## src/vcx_pkg.sv

```systemverilog
package vcx_pkg;

	// ----------------------------------------------------------------
	// widths and code limits
	// ----------------------------------------------------------------
	localparam int ADC_BITS = 8;
	localparam int DAC_BITS = 10;
	localparam int AIN_BITS = 10;
	localparam int OFS_BITS = 11;
	localparam logic [ADC_BITS-1:0] ADC_CODE_ZERO = 8'h00;
	localparam logic [ADC_BITS-1:0] ADC_CODE_FULL = 8'hFF;
	localparam logic [DAC_BITS-1:0] DAC_RESET = 10'h000;
	localparam logic [OFS_BITS-1:0] OFS_RESET = 11'h000;
	localparam logic [AIN_BITS-1:0] PEAK_RESET = 10'h3FF;

	// ----------------------------------------------------------------
	// input conditioning modes
	// ----------------------------------------------------------------
	typedef enum logic [1:0]
	{
		VCX_CLAMP_NONE,
		VCX_CLAMP_PEAK,
		VCX_CLAMP_KEYED
	} vcx_clamp_t;

	// ----------------------------------------------------------------
	// carriers
	// ----------------------------------------------------------------
	typedef struct packed
	{
		logic [AIN_BITS-1:0] level;
		logic [AIN_BITS-1:0] clamp_level;
		logic key;
	} vcx_ain_t;

	typedef struct packed
	{
		logic [DAC_BITS-1:0] word;
		logic [DAC_BITS-1:0] feed;
		logic use_feed;
	} vcx_dac_in_t;

endpackage : vcx_pkg

```

## src/vcx_codec.sv

```systemverilog
// Overview of operation
// separate converter clocks, independent rates
// converted sample is 8-bit straight binary
// zero input gives 00, reference gives FF
// sample appears one converter clock later
// 10-bit straight binary word, bit 9 MSB
// word captured on converter clock edge
// select low converter, high external feed
// key high connects input to clamp level
// modes none, negative peak, keyed clamp
// unused word inputs tied low outside
// registers update once per converter clock; DAC_OUT, DAC_SRC_EXT, CLAMP_SW, offset and neg_peak load every core clock
module vcx_codec
(
	// core clock and reset
	input wire logic CORE_CLK,
	input wire logic RST_N,
	// converter clocks, sampled as ordinary inputs
	input wire logic ADC_CLK,
	input wire logic DAC_CLK,
	// analog side, modelled as codes; 255 equals the reference
	input wire vcx_pkg::vcx_ain_t AIN,
	input wire vcx_pkg::vcx_clamp_t CLAMP_MODE,
	// word to convert, external feed and source select
	input wire vcx_pkg::vcx_dac_in_t DAC_IN,
	// converted sample
	output logic [vcx_pkg::ADC_BITS-1:0] ADC_DATA,
	// analog output level and its source
	output logic [vcx_pkg::DAC_BITS-1:0] DAC_OUT,
	output logic DAC_SRC_EXT,
	// clamp switch state
	output logic CLAMP_SW
);

	// ----------------------------------------------------------------
	// reset release
	// ----------------------------------------------------------------
	logic rst_meta_n;
	logic rst_n;

	always_ff @(posedge CORE_CLK or negedge RST_N)
	begin
		if (!RST_N)
		begin
			rst_meta_n <= 1'b0;
			rst_n <= 1'b0;
		end
		else
		begin
			rst_meta_n <= 1'b1;
			rst_n <= rst_meta_n;
		end
	end

	// ----------------------------------------------------------------
	// converter clock edges
	// ----------------------------------------------------------------
	logic adc_clk_q;
	logic dac_clk_q;
	wire adc_edge;
	wire dac_edge;

	// independent edges
	assign adc_edge = ADC_CLK & ~adc_clk_q;
	assign dac_edge = DAC_CLK & ~dac_clk_q;

	always_ff @(posedge CORE_CLK or negedge rst_n)
	begin
		if (!rst_n)
		begin
			adc_clk_q <= 1'b0;
			dac_clk_q <= 1'b0;
		end
		else
		begin
			adc_clk_q <= ADC_CLK;
			dac_clk_q <= DAC_CLK;
		end
	end

	// ----------------------------------------------------------------
	// input conditioning
	// ----------------------------------------------------------------
	function automatic logic [vcx_pkg::OFS_BITS-1:0] vcx_diff
	(
		input logic [vcx_pkg::AIN_BITS-1:0] a,
		input logic [vcx_pkg::AIN_BITS-1:0] b
	);
		vcx_diff = {1'b0, a} - {1'b0, b};
	endfunction : vcx_diff

	function automatic logic [vcx_pkg::ADC_BITS-1:0] vcx_quant
	(
		input logic [vcx_pkg::OFS_BITS:0] v
	);
		// negative saturates to zero, at or above reference to full scale
		if (v[vcx_pkg::OFS_BITS])
			vcx_quant = vcx_pkg::ADC_CODE_ZERO;
		else if (|v[vcx_pkg::OFS_BITS-1:vcx_pkg::ADC_BITS])
			vcx_quant = vcx_pkg::ADC_CODE_FULL;
		else
			vcx_quant = v[vcx_pkg::ADC_BITS-1:0];
	endfunction : vcx_quant

	logic [vcx_pkg::OFS_BITS-1:0] offset;
	logic [vcx_pkg::AIN_BITS-1:0] neg_peak;
	logic [vcx_pkg::OFS_BITS-1:0] next_offset;
	logic [vcx_pkg::AIN_BITS-1:0] next_neg_peak;
	wire [vcx_pkg::OFS_BITS:0] shifted;
	wire key_closed;
	wire peak_lower;

	// switch closes only in keyed mode while the key is high
	assign key_closed = (CLAMP_MODE == vcx_pkg::VCX_CLAMP_KEYED) & AIN.key;
	assign peak_lower = AIN.level < neg_peak;
	assign shifted = {1'b0, AIN.level} + {offset[vcx_pkg::OFS_BITS-1], offset};

	always_comb
	begin
		next_offset = offset;
		next_neg_peak = neg_peak;
		case (CLAMP_MODE)
			vcx_pkg::VCX_CLAMP_NONE:
			begin
				next_offset = vcx_pkg::OFS_RESET;
				next_neg_peak = vcx_pkg::PEAK_RESET;
			end
			// follow the negative peak down to the clamp level
			vcx_pkg::VCX_CLAMP_PEAK:
			begin
				if (peak_lower)
				begin
					next_neg_peak = AIN.level;
					next_offset = vcx_diff(AIN.clamp_level, AIN.level);
				end
			end
			// recharge the coupling offset while keyed
			vcx_pkg::VCX_CLAMP_KEYED:
			begin
				next_neg_peak = vcx_pkg::PEAK_RESET;
				if (key_closed)
					next_offset = vcx_diff(AIN.clamp_level, AIN.level);
			end
			default:
			begin
				next_offset = vcx_pkg::OFS_RESET;
				next_neg_peak = vcx_pkg::PEAK_RESET;
			end
		endcase
	end

	always_ff @(posedge CORE_CLK or negedge rst_n)
	begin
		if (!rst_n)
		begin
			offset <= vcx_pkg::OFS_RESET;
			neg_peak <= vcx_pkg::PEAK_RESET;
			CLAMP_SW <= 1'b0;
		end
		else
		begin
			offset <= next_offset;
			neg_peak <= next_neg_peak;
			CLAMP_SW <= key_closed;
		end
	end

	// ----------------------------------------------------------------
	// analog-to-digital path
	// ----------------------------------------------------------------
	logic [vcx_pkg::ADC_BITS-1:0] adc_stage;
	wire [vcx_pkg::ADC_BITS-1:0] adc_code;

	// straight binary, saturating at both ends
	assign adc_code = key_closed ? vcx_quant({2'b00, AIN.clamp_level}) : vcx_quant(shifted);

	// one update per converter edge
	always_ff @(posedge CORE_CLK or negedge rst_n)
	begin
		if (!rst_n)
		begin
			adc_stage <= vcx_pkg::ADC_CODE_ZERO;
			ADC_DATA <= vcx_pkg::ADC_CODE_ZERO;
		end
		// sample on one edge, present on the next
		else if (adc_edge)
		begin
			adc_stage <= adc_code;
			// bit 7 is the most significant bit
			ADC_DATA <= adc_stage;
		end
	end

	// ----------------------------------------------------------------
	// digital-to-analog path
	// ----------------------------------------------------------------
	logic [vcx_pkg::DAC_BITS-1:0] dac_word;
	wire [vcx_pkg::DAC_BITS-1:0] out_sel;

	// select chooses converter or feed-in
	assign out_sel = DAC_IN.use_feed ? DAC_IN.feed : dac_word;

	always_ff @(posedge CORE_CLK or negedge rst_n)
	begin
		if (!rst_n)
		begin
			dac_word <= vcx_pkg::DAC_RESET;
			DAC_OUT <= vcx_pkg::DAC_RESET;
			DAC_SRC_EXT <= 1'b0;
		end
		else
		begin
			// capture word on converter clock; R5 bit 9 MSB
			if (dac_edge)
				dac_word <= DAC_IN.word;
			DAC_OUT <= out_sel;
			DAC_SRC_EXT <= DAC_IN.use_feed;
		end
	end

endmodule : vcx_codec

```

## config.mk

```make
export PLATFORM = sky130hd
export DESIGN_NAME = vcx_codec
export DESIGN_NICKNAME = d
export VERILOG_FILES = /design/src/vcx_pkg.sv /design/src/vcx_codec.sv
export SDC_FILE = /design/constraint.sdc
export NUM_CORES = 1
export LEC_CHECK = 0
export BUFFER_PORTS_ARGS = -buffer_cell sky130_fd_sc_hd__buf_2
export CORE_MARGIN = 3
export CORE_UTILIZATION = 25
export CTS_CLUSTER_DIAMETER = 60
export CTS_CLUSTER_SIZE = 10
export DETAILED_ROUTE_END_ITERATION = 10
export SYNTH_ARGS = -nofsm -noshare
export SYNTH_HDL_FRONTEND = slang
export SYNTH_SLANG_ARGS = --single-unit
```

## constraint.sdc

```tcl
create_clock -name CORE_CLK -period 1.78 [get_ports CORE_CLK]
set_input_delay 0.089 -clock CORE_CLK [delete_from_list [all_inputs] [get_ports CORE_CLK]]
set_output_delay 0.089 -clock CORE_CLK [all_outputs]
set_load 0.005 [all_outputs]
```

==> flow_summary.ini, run 1 <==
[job]
maxCapViolCount = 0

[pwr]
combPwrFrac_pct = 37.2
clkPwrFrac_pct = 31.1
intPower_w = 0.00392
p_leak_nw = 2.77
p_seq_share_pct = 31.7
ir_worst_vdd_mv = 0.526
power_switching_w = 0.00189
finalPower_w = 0.00581
p_per_area_nw_per_um2 = 996
p_sw_share_pct = 32.5

[place]
dp_hpwl_um = 8320
gp_congestion = 0.837
place_area_um2 = 5000
io_buffers = 67

[synth]
synth_ff_type = dfrtp_1
synth_seq_cells = 63
synth_enable_flop_cells = 0
syn_area_um2 = 3840
synth_cells = 380
yosys.area_share.adder_pct = 11.1
ys_seq_area_share_pct = 41.3
synth_nets = 461
syn_avg_cell_area_um2 = 10.1
synth_top_family_by_area = compound AO/OA/AOI/OAI gates
ys_types = 51
async_flop_share_pct = 100
synthMuxAreaShare_pct = 11.9
synthSimpleGateAreaFrac_pct = 11.6
ys_warn_count = 0
synth_compound_area_share_pct = 18.3
synth_xor_area_share_pct = 0.911

[timing]
rsz0062_at_grt = yes
post-route-min-period_ns = 2.25
finalSetupTns_ns = -9.95
final_hold_viol_count = 0
holdWs_ns = 0.0561
max_freq_mhz = 444
tightest_slew_ns = 0.577
drv_slew = 0
final.setup.worst_slack_ns = -0.470
fin_skew_ns = 0.0105
post-route-period-util_pct = 126
setup_viol = 29
slew_headroom_pct = 61.5

[min_path]
holdCritPathClass = input pin to flip-flop
min_path_cells = 3
min_from = AIN[13]

[floorplan]
row_count = 44
dieHeight_um = 130
die_w_um = 130
dieArea_um2 = 16900
start_util_pct = 26.0
fp.coreArea_um2 = 14800
io_pins = 68

[routing]
totalWireLength_um = 11100
drc = 0
drt-initial-drc-count = 104
avgRoutedWirePerCell_um = 15.1
firstDrtPassIters = 4
antenna_left = 0
vias_per_cell = 4.68
num_vias = 3438

[global_route]
grt_pass1_wl_um = 17500
grt_pass1_vias = 3509
grt_usage_pct = 13.3
overflow = 0
grt_max_degree = 28
antenna_found_initial = 1

[final_layout]
drive_above_1_share_pct = 44.9
postLayoutCoreUtil_pct = 39.4
antenna-diode-count = 0
fin_area_um2 = 5840
num-nets-final = 626
area_delta_synth_final_pct = 51.9
nFillCells = 1424

[worst_setup_path]
startpoint_type = flip-flop
path_max_fanout = 5
critPathRequiredTime_ns = 2.00
rr_worst_depth = 9
critPathCaptureType = flip-flop
crit_start = neg_peak[1]$_DFFE_PN1P_
worst-setup-path-type = flip-flop to flip-flop
r2r_start = neg_peak[1]$_DFFE_PN1P_
cp.arrival_ns = 2.47

[clocking]
clkLatencyLatePin_ns = 0.34
cts.sinks = 63
htree_levels = 3
tritoncts = done
cts_buffers = 9
cts_buffer_depth = 2
clockRootBuffer = clkbuf_16
clk_pin_slew_ns = 0.06

[run_status]
outcome = finished with violations
failed_checks = negative setup slack
kinds of logic after synthesis:
logic type	Yosys count
compound gates	100
xor+xnor	4
fa+ha+maj	33
buf+inv	46
flops	63
mux	41
other cells	1
simple gates	92
synth_stat cells, drive strengths merged, types with 10 or more instances:
library cell | count | share of area [%]
dfrtp | 53 | 35
mux2 | 38 | 11
inv | 32 | 3.1
ha | 31 | 10
a21oi | 24 | 3.3
nand2 | 24 | 2.3
nor2 | 24 | 2.3
o21ai | 20 | 2.6
o211ai | 15 | 3.1
nor3 | 14 | 1.8
clkbuf | 10 | 1.0
dfstp | 10 | 6.8
nor2b | 10 | 1.6
final cells by class:
class | count | area, µm² | share of cell area (%)
repair buffers | 168 | 1220 | 20.9
clock buffers | 9 | 225 | 3.86
multi-input cells | 271 | 2370 | 40.7
flip-flops and latches | 63 | 1590 | 27.2
clock inverters | 7 | 80.1 | 1.37
inverters | 32 | 120 | 2.06
well taps | 184 | 230 | 3.94
final timing paths:
path	endpoint	slack (ns)
worst max-delay path	offset[9]$_DFFE_PN0P_	-0.47
worst min-delay path	neg_peak[2]$_DFFE_PN1P_	0.06
worst max register to register	offset[9]$_DFFE_PN0P_	-0.47
worst min register to register	offset[1]$_DFFE_PN0P_	0.27
max in group asynchronous	adc_stage[1]$_DFFE_PN0P_	0.92
min in group asynchronous	rst_n$_DFF_PN0_	0.07
state kept, by name, indices dropped and copies added (netlist names):
| register | cells |
|---|---|
| dac_clk_q | 1 |
| adc_stage | 8 |
| rst_meta_n | 1 |
| offset | 11 |
| ADC_DATA | 8 |
| neg_peak | 10 |
| DAC_OUT | 10 |
| CLAMP_SW | 1 |
| rst_n | 1 |
| DAC_SRC_EXT | 1 |
| dac_word | 10 |
| adc_clk_q | 1 |
cells in the final DEF (no fill, tap or decap), drive strengths merged, types with 3 or more instances in the layout:
| cell type | Yosys | layout |
|---|---|---|
| mux2 | 38 | 38 |
| dlygate4sd3 | 0 | 24 |
| a21oi | 24 | 24 |
| a211oi | 9 | 9 |
| or2 | 3 | 3 |
| o21a | 9 | 9 |
| o211ai | 15 | 15 |
| clkinv | 0 | 3 |
| nor2 | 24 | 24 |
| o31a | 3 | 3 |
| xnor2 | 4 | 4 |
| mux2i | 3 | 3 |
| o21ai | 20 | 20 |
| inv | 32 | 34 |
| nand2b | 3 | 3 |
| nor4 | 7 | 7 |
| nor2b | 10 | 10 |
| dfrtp | 53 | 53 |
| nor3 | 14 | 14 |
| a21o | 3 | 3 |
| nand2 | 24 | 24 |
| ha | 31 | 31 |
| a211o | 3 | 3 |
| buf | 4 | 143 |
| dfstp | 10 | 10 |
| clkbuf | 10 | 10 |
per-stage QoR:
stage / std cells / setup slack [ns]
finish: 734 / -0.470
global route: 734 / -0.556
CTS: 731 / -0.465
detailed placement: 683 / -0.483
global placement: 683 / -0.424
floorplan: 380 / -0.305
metal layers:
metal | track usage (%) | vias to the layer above | share of wire [%] | routed length (µm)
li1 | - | 1701 | - | -
met1 | 16.7 | 1645 | 47 | 5220
met2 | 22.2 | 78 | 47 | 5200
met3 | 4.42 | 12 | 5.1 | 567
met4 | 3.24 | 2 | 1.1 | 118
met5 | 0 | - | 0.12 | 13
worst max-delay path: stages, from the launching register on:
cell and delay, ns:
dfstp_2 0.53, inv_2 0.05, ha_4 0.25, nand2_2 0.05, o21ai_2 0.15, a21oi_2 0.07, o311a_1 0.38, a2bb2oi_4 0.20
clkbuf_16 0.17, mux2_4 0.29
power groups by stage:
| stage | logic, W | registers [W] | clock network [W] |
|---|---|---|---|
| 2_1_floorplan | 0.00105 | 0.00185 | 0 |
| 5_1_grt | 0.00235 | 0.00188 | 0.00194 |
| 4_1_cts | 0.00209 | 0.00185 | 0.00186 |
| 6_report | 0.00216 | 0.00184 | 0.00181 |
| 3_3_place_gp | 0.00171 | 0.00186 | 0 |
| 3_5_place_dp | 0.00175 | 0.00187 | 0 |
repair_timing:
action                                 CTS  global route
buffers inserted                         7             5
setup endpoints to repair               29            29
endpoints found under the hold margin   25             0
gates cloned                             1             0
pin swaps                               14            11
hold buffers                            24             0
resized for setup                       28             7
(Power assumes the default switching activity.)
==> inputs of run 2 (changes only) <==
- SETUP_SLACK_MARGIN: unset -> 0.3
==> run 2 against run 1 <==
  * The flow still finishes with violations (negative setup slack)
  * Clock power about the same
  * Cell count increased by 0.27%
  * Flip-flop and latch count unchanged
  * Clock skew about the same
  * Count of clock-buffer cells in the layout unchanged
  * Register-to-register slack got worse by 0.02 ns
  * Die area unchanged
  * Combinational power increased by 2%
  * Design area increased by 0.92%
  * Core utilization increased by 0.36 points
  * Largest power group unchanged
==> flow_summary.ini, run 2 (same netlist as run 1, synthesis figures left out) <==
[worst_setup_path]
worst-setup-path-type = flip-flop to flip-flop
worstReg2RegEnd = offset[10]$_DFFE_PN0P_
startpoint_type = flip-flop
critPathRequiredTime_ns = 2.00
crit_start = neg_peak[1]$_DFFE_PN1P_
critPathCaptureType = flip-flop
crit_path_end = offset[10]$_DFFE_PN0P_
r2r_start = neg_peak[1]$_DFFE_PN1P_
rr_worst_depth = 10
cp.arrival_ns = 2.49
path_max_fanout = 6
reg2reg_slack_ns = -0.49

[final_layout]
finalNonFillerCells = 736
largest_reg_flops = 11
drive_above_1_share_pct = 45.8
nFillCells = 1418
postLayoutCoreUtil_pct = 39.8
top_register = offset
fin_area_um2 = 5890
num-nets-final = 628
final_common_cell = buf_4
layout_common_cells = buf_4, buf_2, dfrtp_1
antenna-diode-count = 0
area_delta_synth_final_pct = 53.3

[routing]
antenna_left = 0
num_vias = 3441
totalWireLength_um = 11100
drt-initial-drc-count = 98
vias_per_cell = 4.68
firstDrtPassIters = 4
drc = 0
avgRoutedWirePerCell_um = 15.1

[floorplan]
dieArea_um2 = 16900
start_util_pct = 26.0
die_w_um = 130
row_count = 44
io_pins = 68
fp.coreArea_um2 = 14800
dieHeight_um = 130

[pwr]
ir_worst_vdd_mv = 0.527
p_per_area_nw_per_um2 = 995
p_leak_nw = 2.79

[clocking]
htree_levels = 3
cts_buffer_depth = 2
clk_pin_slew_ns = 0.06
cts.sinks = 63
clkLatencyLatePin_ns = 0.34
tritoncts = done
clockRootBuffer = clkbuf_16
cts_buffers = 9

[timing]
drv_slew = 0
final.setup.worst_slack_ns = -0.495
max_freq_mhz = 440
slew_headroom_pct = 61.3
final_hold_viol_count = 0
setup_viol = 29
post-route-min-period_ns = 2.27
tightest_slew_ns = 0.580
post-route-period-util_pct = 128
rsz0062_at_grt = yes
fin_skew_ns = 0.0106

[run_status]
outcome = finished with violations
failed_checks = negative setup slack

[global_route]
overflow = 0
antenna_found_initial = 1
grt_max_degree = 28
grt_usage_pct = 13.3
grt_pass1_wl_um = 17500
grt_pass1_vias = 3511

[place]
place_area_um2 = 5000
io_buffers = 67
gp_congestion = 0.837
dpl.cell_count = 683
dp_hpwl_um = 8320

[job]
maxCapViolCount = 0

[min_path]
holdCritPathClass = input pin to flip-flop
-- run 2: changes by cell type in the layout (fill, tap and decap cells not counted) --
cell,before,now
clkbuf_16,10,9
buf_12,2,3
bufbuf_16,0,1
buf_4,68,69
a21oi_1,21,20
a21oi_2,2,3
ha_2,1,3
nor4_4,6,7
a2bb2oi_4,1,0
a2bb2oi_2,0,1
ha_1,25,22
ha_4,5,6
nor4_2,1,0
-- run 2: final cells by class --
type	count	area, µm²	share of cell area, %
Clock buffer	9	225	3.82
Inverter	32	120	2.04
Tap cell	184	230	3.91
Clock inverter	7	80.1	1.36
Sequential cell	63	1590	27.0
Multi-Input combinational cell	271	2390	40.6
Timing Repair Buffer	170	1250	21.3
-- run 2: metal layers --
metal	up-vias	global-route usage (%)	share of wire [%]
li1	1710	-	-
met1	1634	16.7	47
met2	85	22.2	47
met3	10	4.42	5.1
met4	2	3.24	0.87
met5	-	0	0.12
-- run 2: worst min-delay path by stage --
stage                        from                      end  slack, ns  depth (start not counted)
final                     AIN[13]  neg_peak[2]$_DFFE_PN1P_       0.06                          3
after global routing      AIN[19]  neg_peak[8]$_DFFE_PN1P_       0.06                          3
after global placement      RST_N     rst_meta_n$_DFF_PN0_      -0.12                          1
after floorplan             RST_N     rst_meta_n$_DFF_PN0_      -0.21                          0
after CTS                 AIN[13]  neg_peak[2]$_DFFE_PN1P_       0.04                          3
after detailed placement    RST_N     rst_meta_n$_DFF_PN0_      -0.12                          1
-- run 2: worst max-delay path: stages, from the launching register on --
cell and delay [ns]:
dfstp_2 0.53, inv_2 0.05, ha_4 0.25, nand2_2 0.05, o21ai_2 0.13, a21oi_2 0.07
o311a_1 0.35, a2bb2oi_2 0.15, buf_4 0.14, buf_12 0.13, mux2_4 0.30
-- run 2: what timing repair did --
| action | in CTS | in global routing |
|---|---|---|
| hold buffers | 24 | 0 |
| buffers inserted | 7 | 5 |
| resized for setup | 28 | 10 |
| pin swaps | 14 | 9 |
| hold endpoints to repair | 25 | 0 |
| gates cloned | 1 | 0 |
| endpoints found under the setup margin | 29 | 29 |
-- run 2: where the power goes --
group	internal (W)	total (W)	switching, W
clock network	0.00110	0.00181	0.000706
registers	0.00170	0.00184	0.000146
logic	0.00116	0.00221	0.00106
total	0.00395	0.00586	0.00191
-- run 2: metrics by stage --
stage	setup WS, ns	total power (W)	hold WS [ns]	TNS, ns
after floorplan	-0.305	0.00290	-0.207	-6.18
after global placement	-0.424	0.00357	-0.121	-8.16
after detailed placement	-0.483	0.00362	-0.122	-9.79
after CTS	-0.465	0.00580	0.0364	-9.24
after global routing	-0.572	0.00623	0.0628	-12.68
final	-0.495	0.00586	0.0571	-9.80
==> inputs of run 3 (changes only) <==
- SKIP_LAST_GASP: unset -> 1
==> run 3 against run 2 <==
  * Fmax shrank 0.37%
  * The flow still finishes with violations (negative setup slack)
  * Die area stayed put
  * Critical path depth stayed put
  * Power hardly changed
  * Highest routed layer unchanged
  * Critical path type unchanged
  * Largest power group unchanged
  * Sequential power about the same
==> flow_summary.ini, run 3 (same netlist as run 1, synthesis figures left out) <==
[timing]
slew_headroom_pct = 61.4
rsz0062_at_grt = yes
fin_skew_ns = 0.0107
tightest_slew_ns = 0.578
max_freq_mhz = 438
final.setup.worst_slack_ns = -0.503
post-route-period-util_pct = 128
setup_viol = 29
post-route-min-period_ns = 2.28
drv_slew = 0
final_hold_viol_count = 0

[floorplan]
row_count = 44
dieHeight_um = 130
dieArea_um2 = 16900
fp.coreArea_um2 = 14800
die_w_um = 130
start_util_pct = 26.0
io_pins = 68

[place]
place_area_um2 = 5000
place_ws_ns = -0.483
io_buffers = 67
gp_congestion = 0.837
dp_hpwl_um = 8320

[routing]
vias_per_cell = 4.68
avgRoutedWirePerCell_um = 15.1
drc = 0
firstDrtPassIters = 4
drt-initial-drc-count = 113
totalWireLength_um = 11200
num_vias = 3455
antenna_left = 0

[pwr]
p_leak_nw = 2.80
finalPower_w = 0.00587
p_per_area_nw_per_um2 = 993
ir_worst_vdd_mv = 0.527

[worst_setup_path]
worstPathCellList = inv_2 > ha_4 > nand2_2 > o21ai_2 > a21oi_2 > o311a_1 > a2bb2oi_2 > buf_4 > clkbuf_16 > mux2_4
rr_worst_depth = 10
slowest_stage = dfstp_2
cpPeakStageDelay_ns = 0.53
cp.arrival_ns = 2.50
critPathCaptureType = flip-flop
startpoint_type = flip-flop
worst-setup-path-type = flip-flop to flip-flop
path_max_fanout = 5
critPathRequiredTime_ns = 2.00

[global_route]
antenna_found_initial = 1
grt_pass1_vias = 3509
overflow = 0
grt_pass1_wl_um = 17500
grt_max_degree = 28
grt_usage_pct = 13.3

[final_layout]
register_area_um2 = 1590
top_register = offset
largest_reg_flops = 11
fin_area_um2 = 5910
nFillCells = 1420
antenna-diode-count = 0
area_delta_synth_final_pct = 53.7
drive_above_1_share_pct = 45.7
num-nets-final = 630
multiInputGateArea_um2 = 2390
postLayoutCoreUtil_pct = 39.9
layout_common_cells = buf_4, buf_2, dfrtp_1
final_common_cell = buf_4

[clocking]
htree_levels = 3
clkLatencyLatePin_ns = 0.34
clockRootBuffer = clkbuf_16
clk_pin_slew_ns = 0.06
tritoncts = done
cts_buffers = 9
cts.sinks = 63
cts_buffer_depth = 2

[run_status]
outcome = finished with violations
failed_checks = negative setup slack

[min_path]
min_path_cells = 3
holdCritPathClass = input pin to flip-flop

[job]
maxCapViolCount = 0
[run 3: cell type report]
cell class	count	area share, %
Sequential cell	63	26.9
Multi-Input combinational cell	271	40.4
Clock buffer	9	3.81
Clock inverter	7	1.36
Timing Repair Buffer	172	21.6
Inverter	32	2.03
Tap cell	184	3.90
[run 3: final timing paths]
check	startpoint	to	slack (ns)
max	neg_peak[1]$_DFFE_PN1P_	offset[9]$_DFFE_PN0P_	-0.50
min	AIN[13]	neg_peak[2]$_DFFE_PN1P_	0.05
max reg2reg	neg_peak[1]$_DFFE_PN1P_	offset[9]$_DFFE_PN0P_	-0.50
min reg2reg	rst_n$_DFF_PN0_	offset[1]$_DFFE_PN0P_	0.27
max in group asynchronous	rst_n$_DFF_PN0_	adc_stage[1]$_DFFE_PN0P_	0.91
min in group asynchronous	RST_N	rst_n$_DFF_PN0_	0.07
[run 3: layer usage]
| metal | global-route usage [%] | part of all wire [%] |
|---|---|---|
| met1 | 16.7 | 47 |
| met2 | 22.3 | 47 |
| met3 | 4.42 | 5.0 |
| met4 | 3.06 | 0.71 |
| met5 | 0 | 0.12 |
[run 3: power breakdown]
group          switching [W]  internal, W
Sequential          0.000146      0.00170
Combinational        0.00106      0.00116
Clock               0.000706      0.00110
[run 3: worst max-delay path, delay by kind of cell, from the launching register on]
family / cells / cell delay (ns)
AND/OR/NAND/NOR: 1 / 0.05
AO/OA/AOI/OAI: 4 / 0.69
multiplexers: 1 / 0.29
adder cells (fa/ha/maj): 1 / 0.25
buffers and inverters: 3 / 0.34
flip-flops: 1 / 0.53
[run 3: what timing repair did]
item	in CTS	in global routing
pin swaps	14	9
hold buffers	24	0
hold endpoints to repair	25	0
resized for setup	27	12
setup endpoints to repair	29	29
cloned	1	0
setup buffers	7	7
[run 3: through the flow]
| step | hold slack, ns | TNS [ns] | cells |
|---|---|---|---|
| 2_1_floorplan | -0.207 | -6.18 | 380 |
| 3_3_place_gp | -0.121 | -8.16 | 683 |
| 3_5_place_dp | -0.122 | -9.79 | 683 |
| 4_1_cts | 0.0364 | -9.25 | 731 |
| 5_1_grt | 0.0595 | -13.31 | 738 |
| 6_report | 0.0544 | -10.60 | 738 |
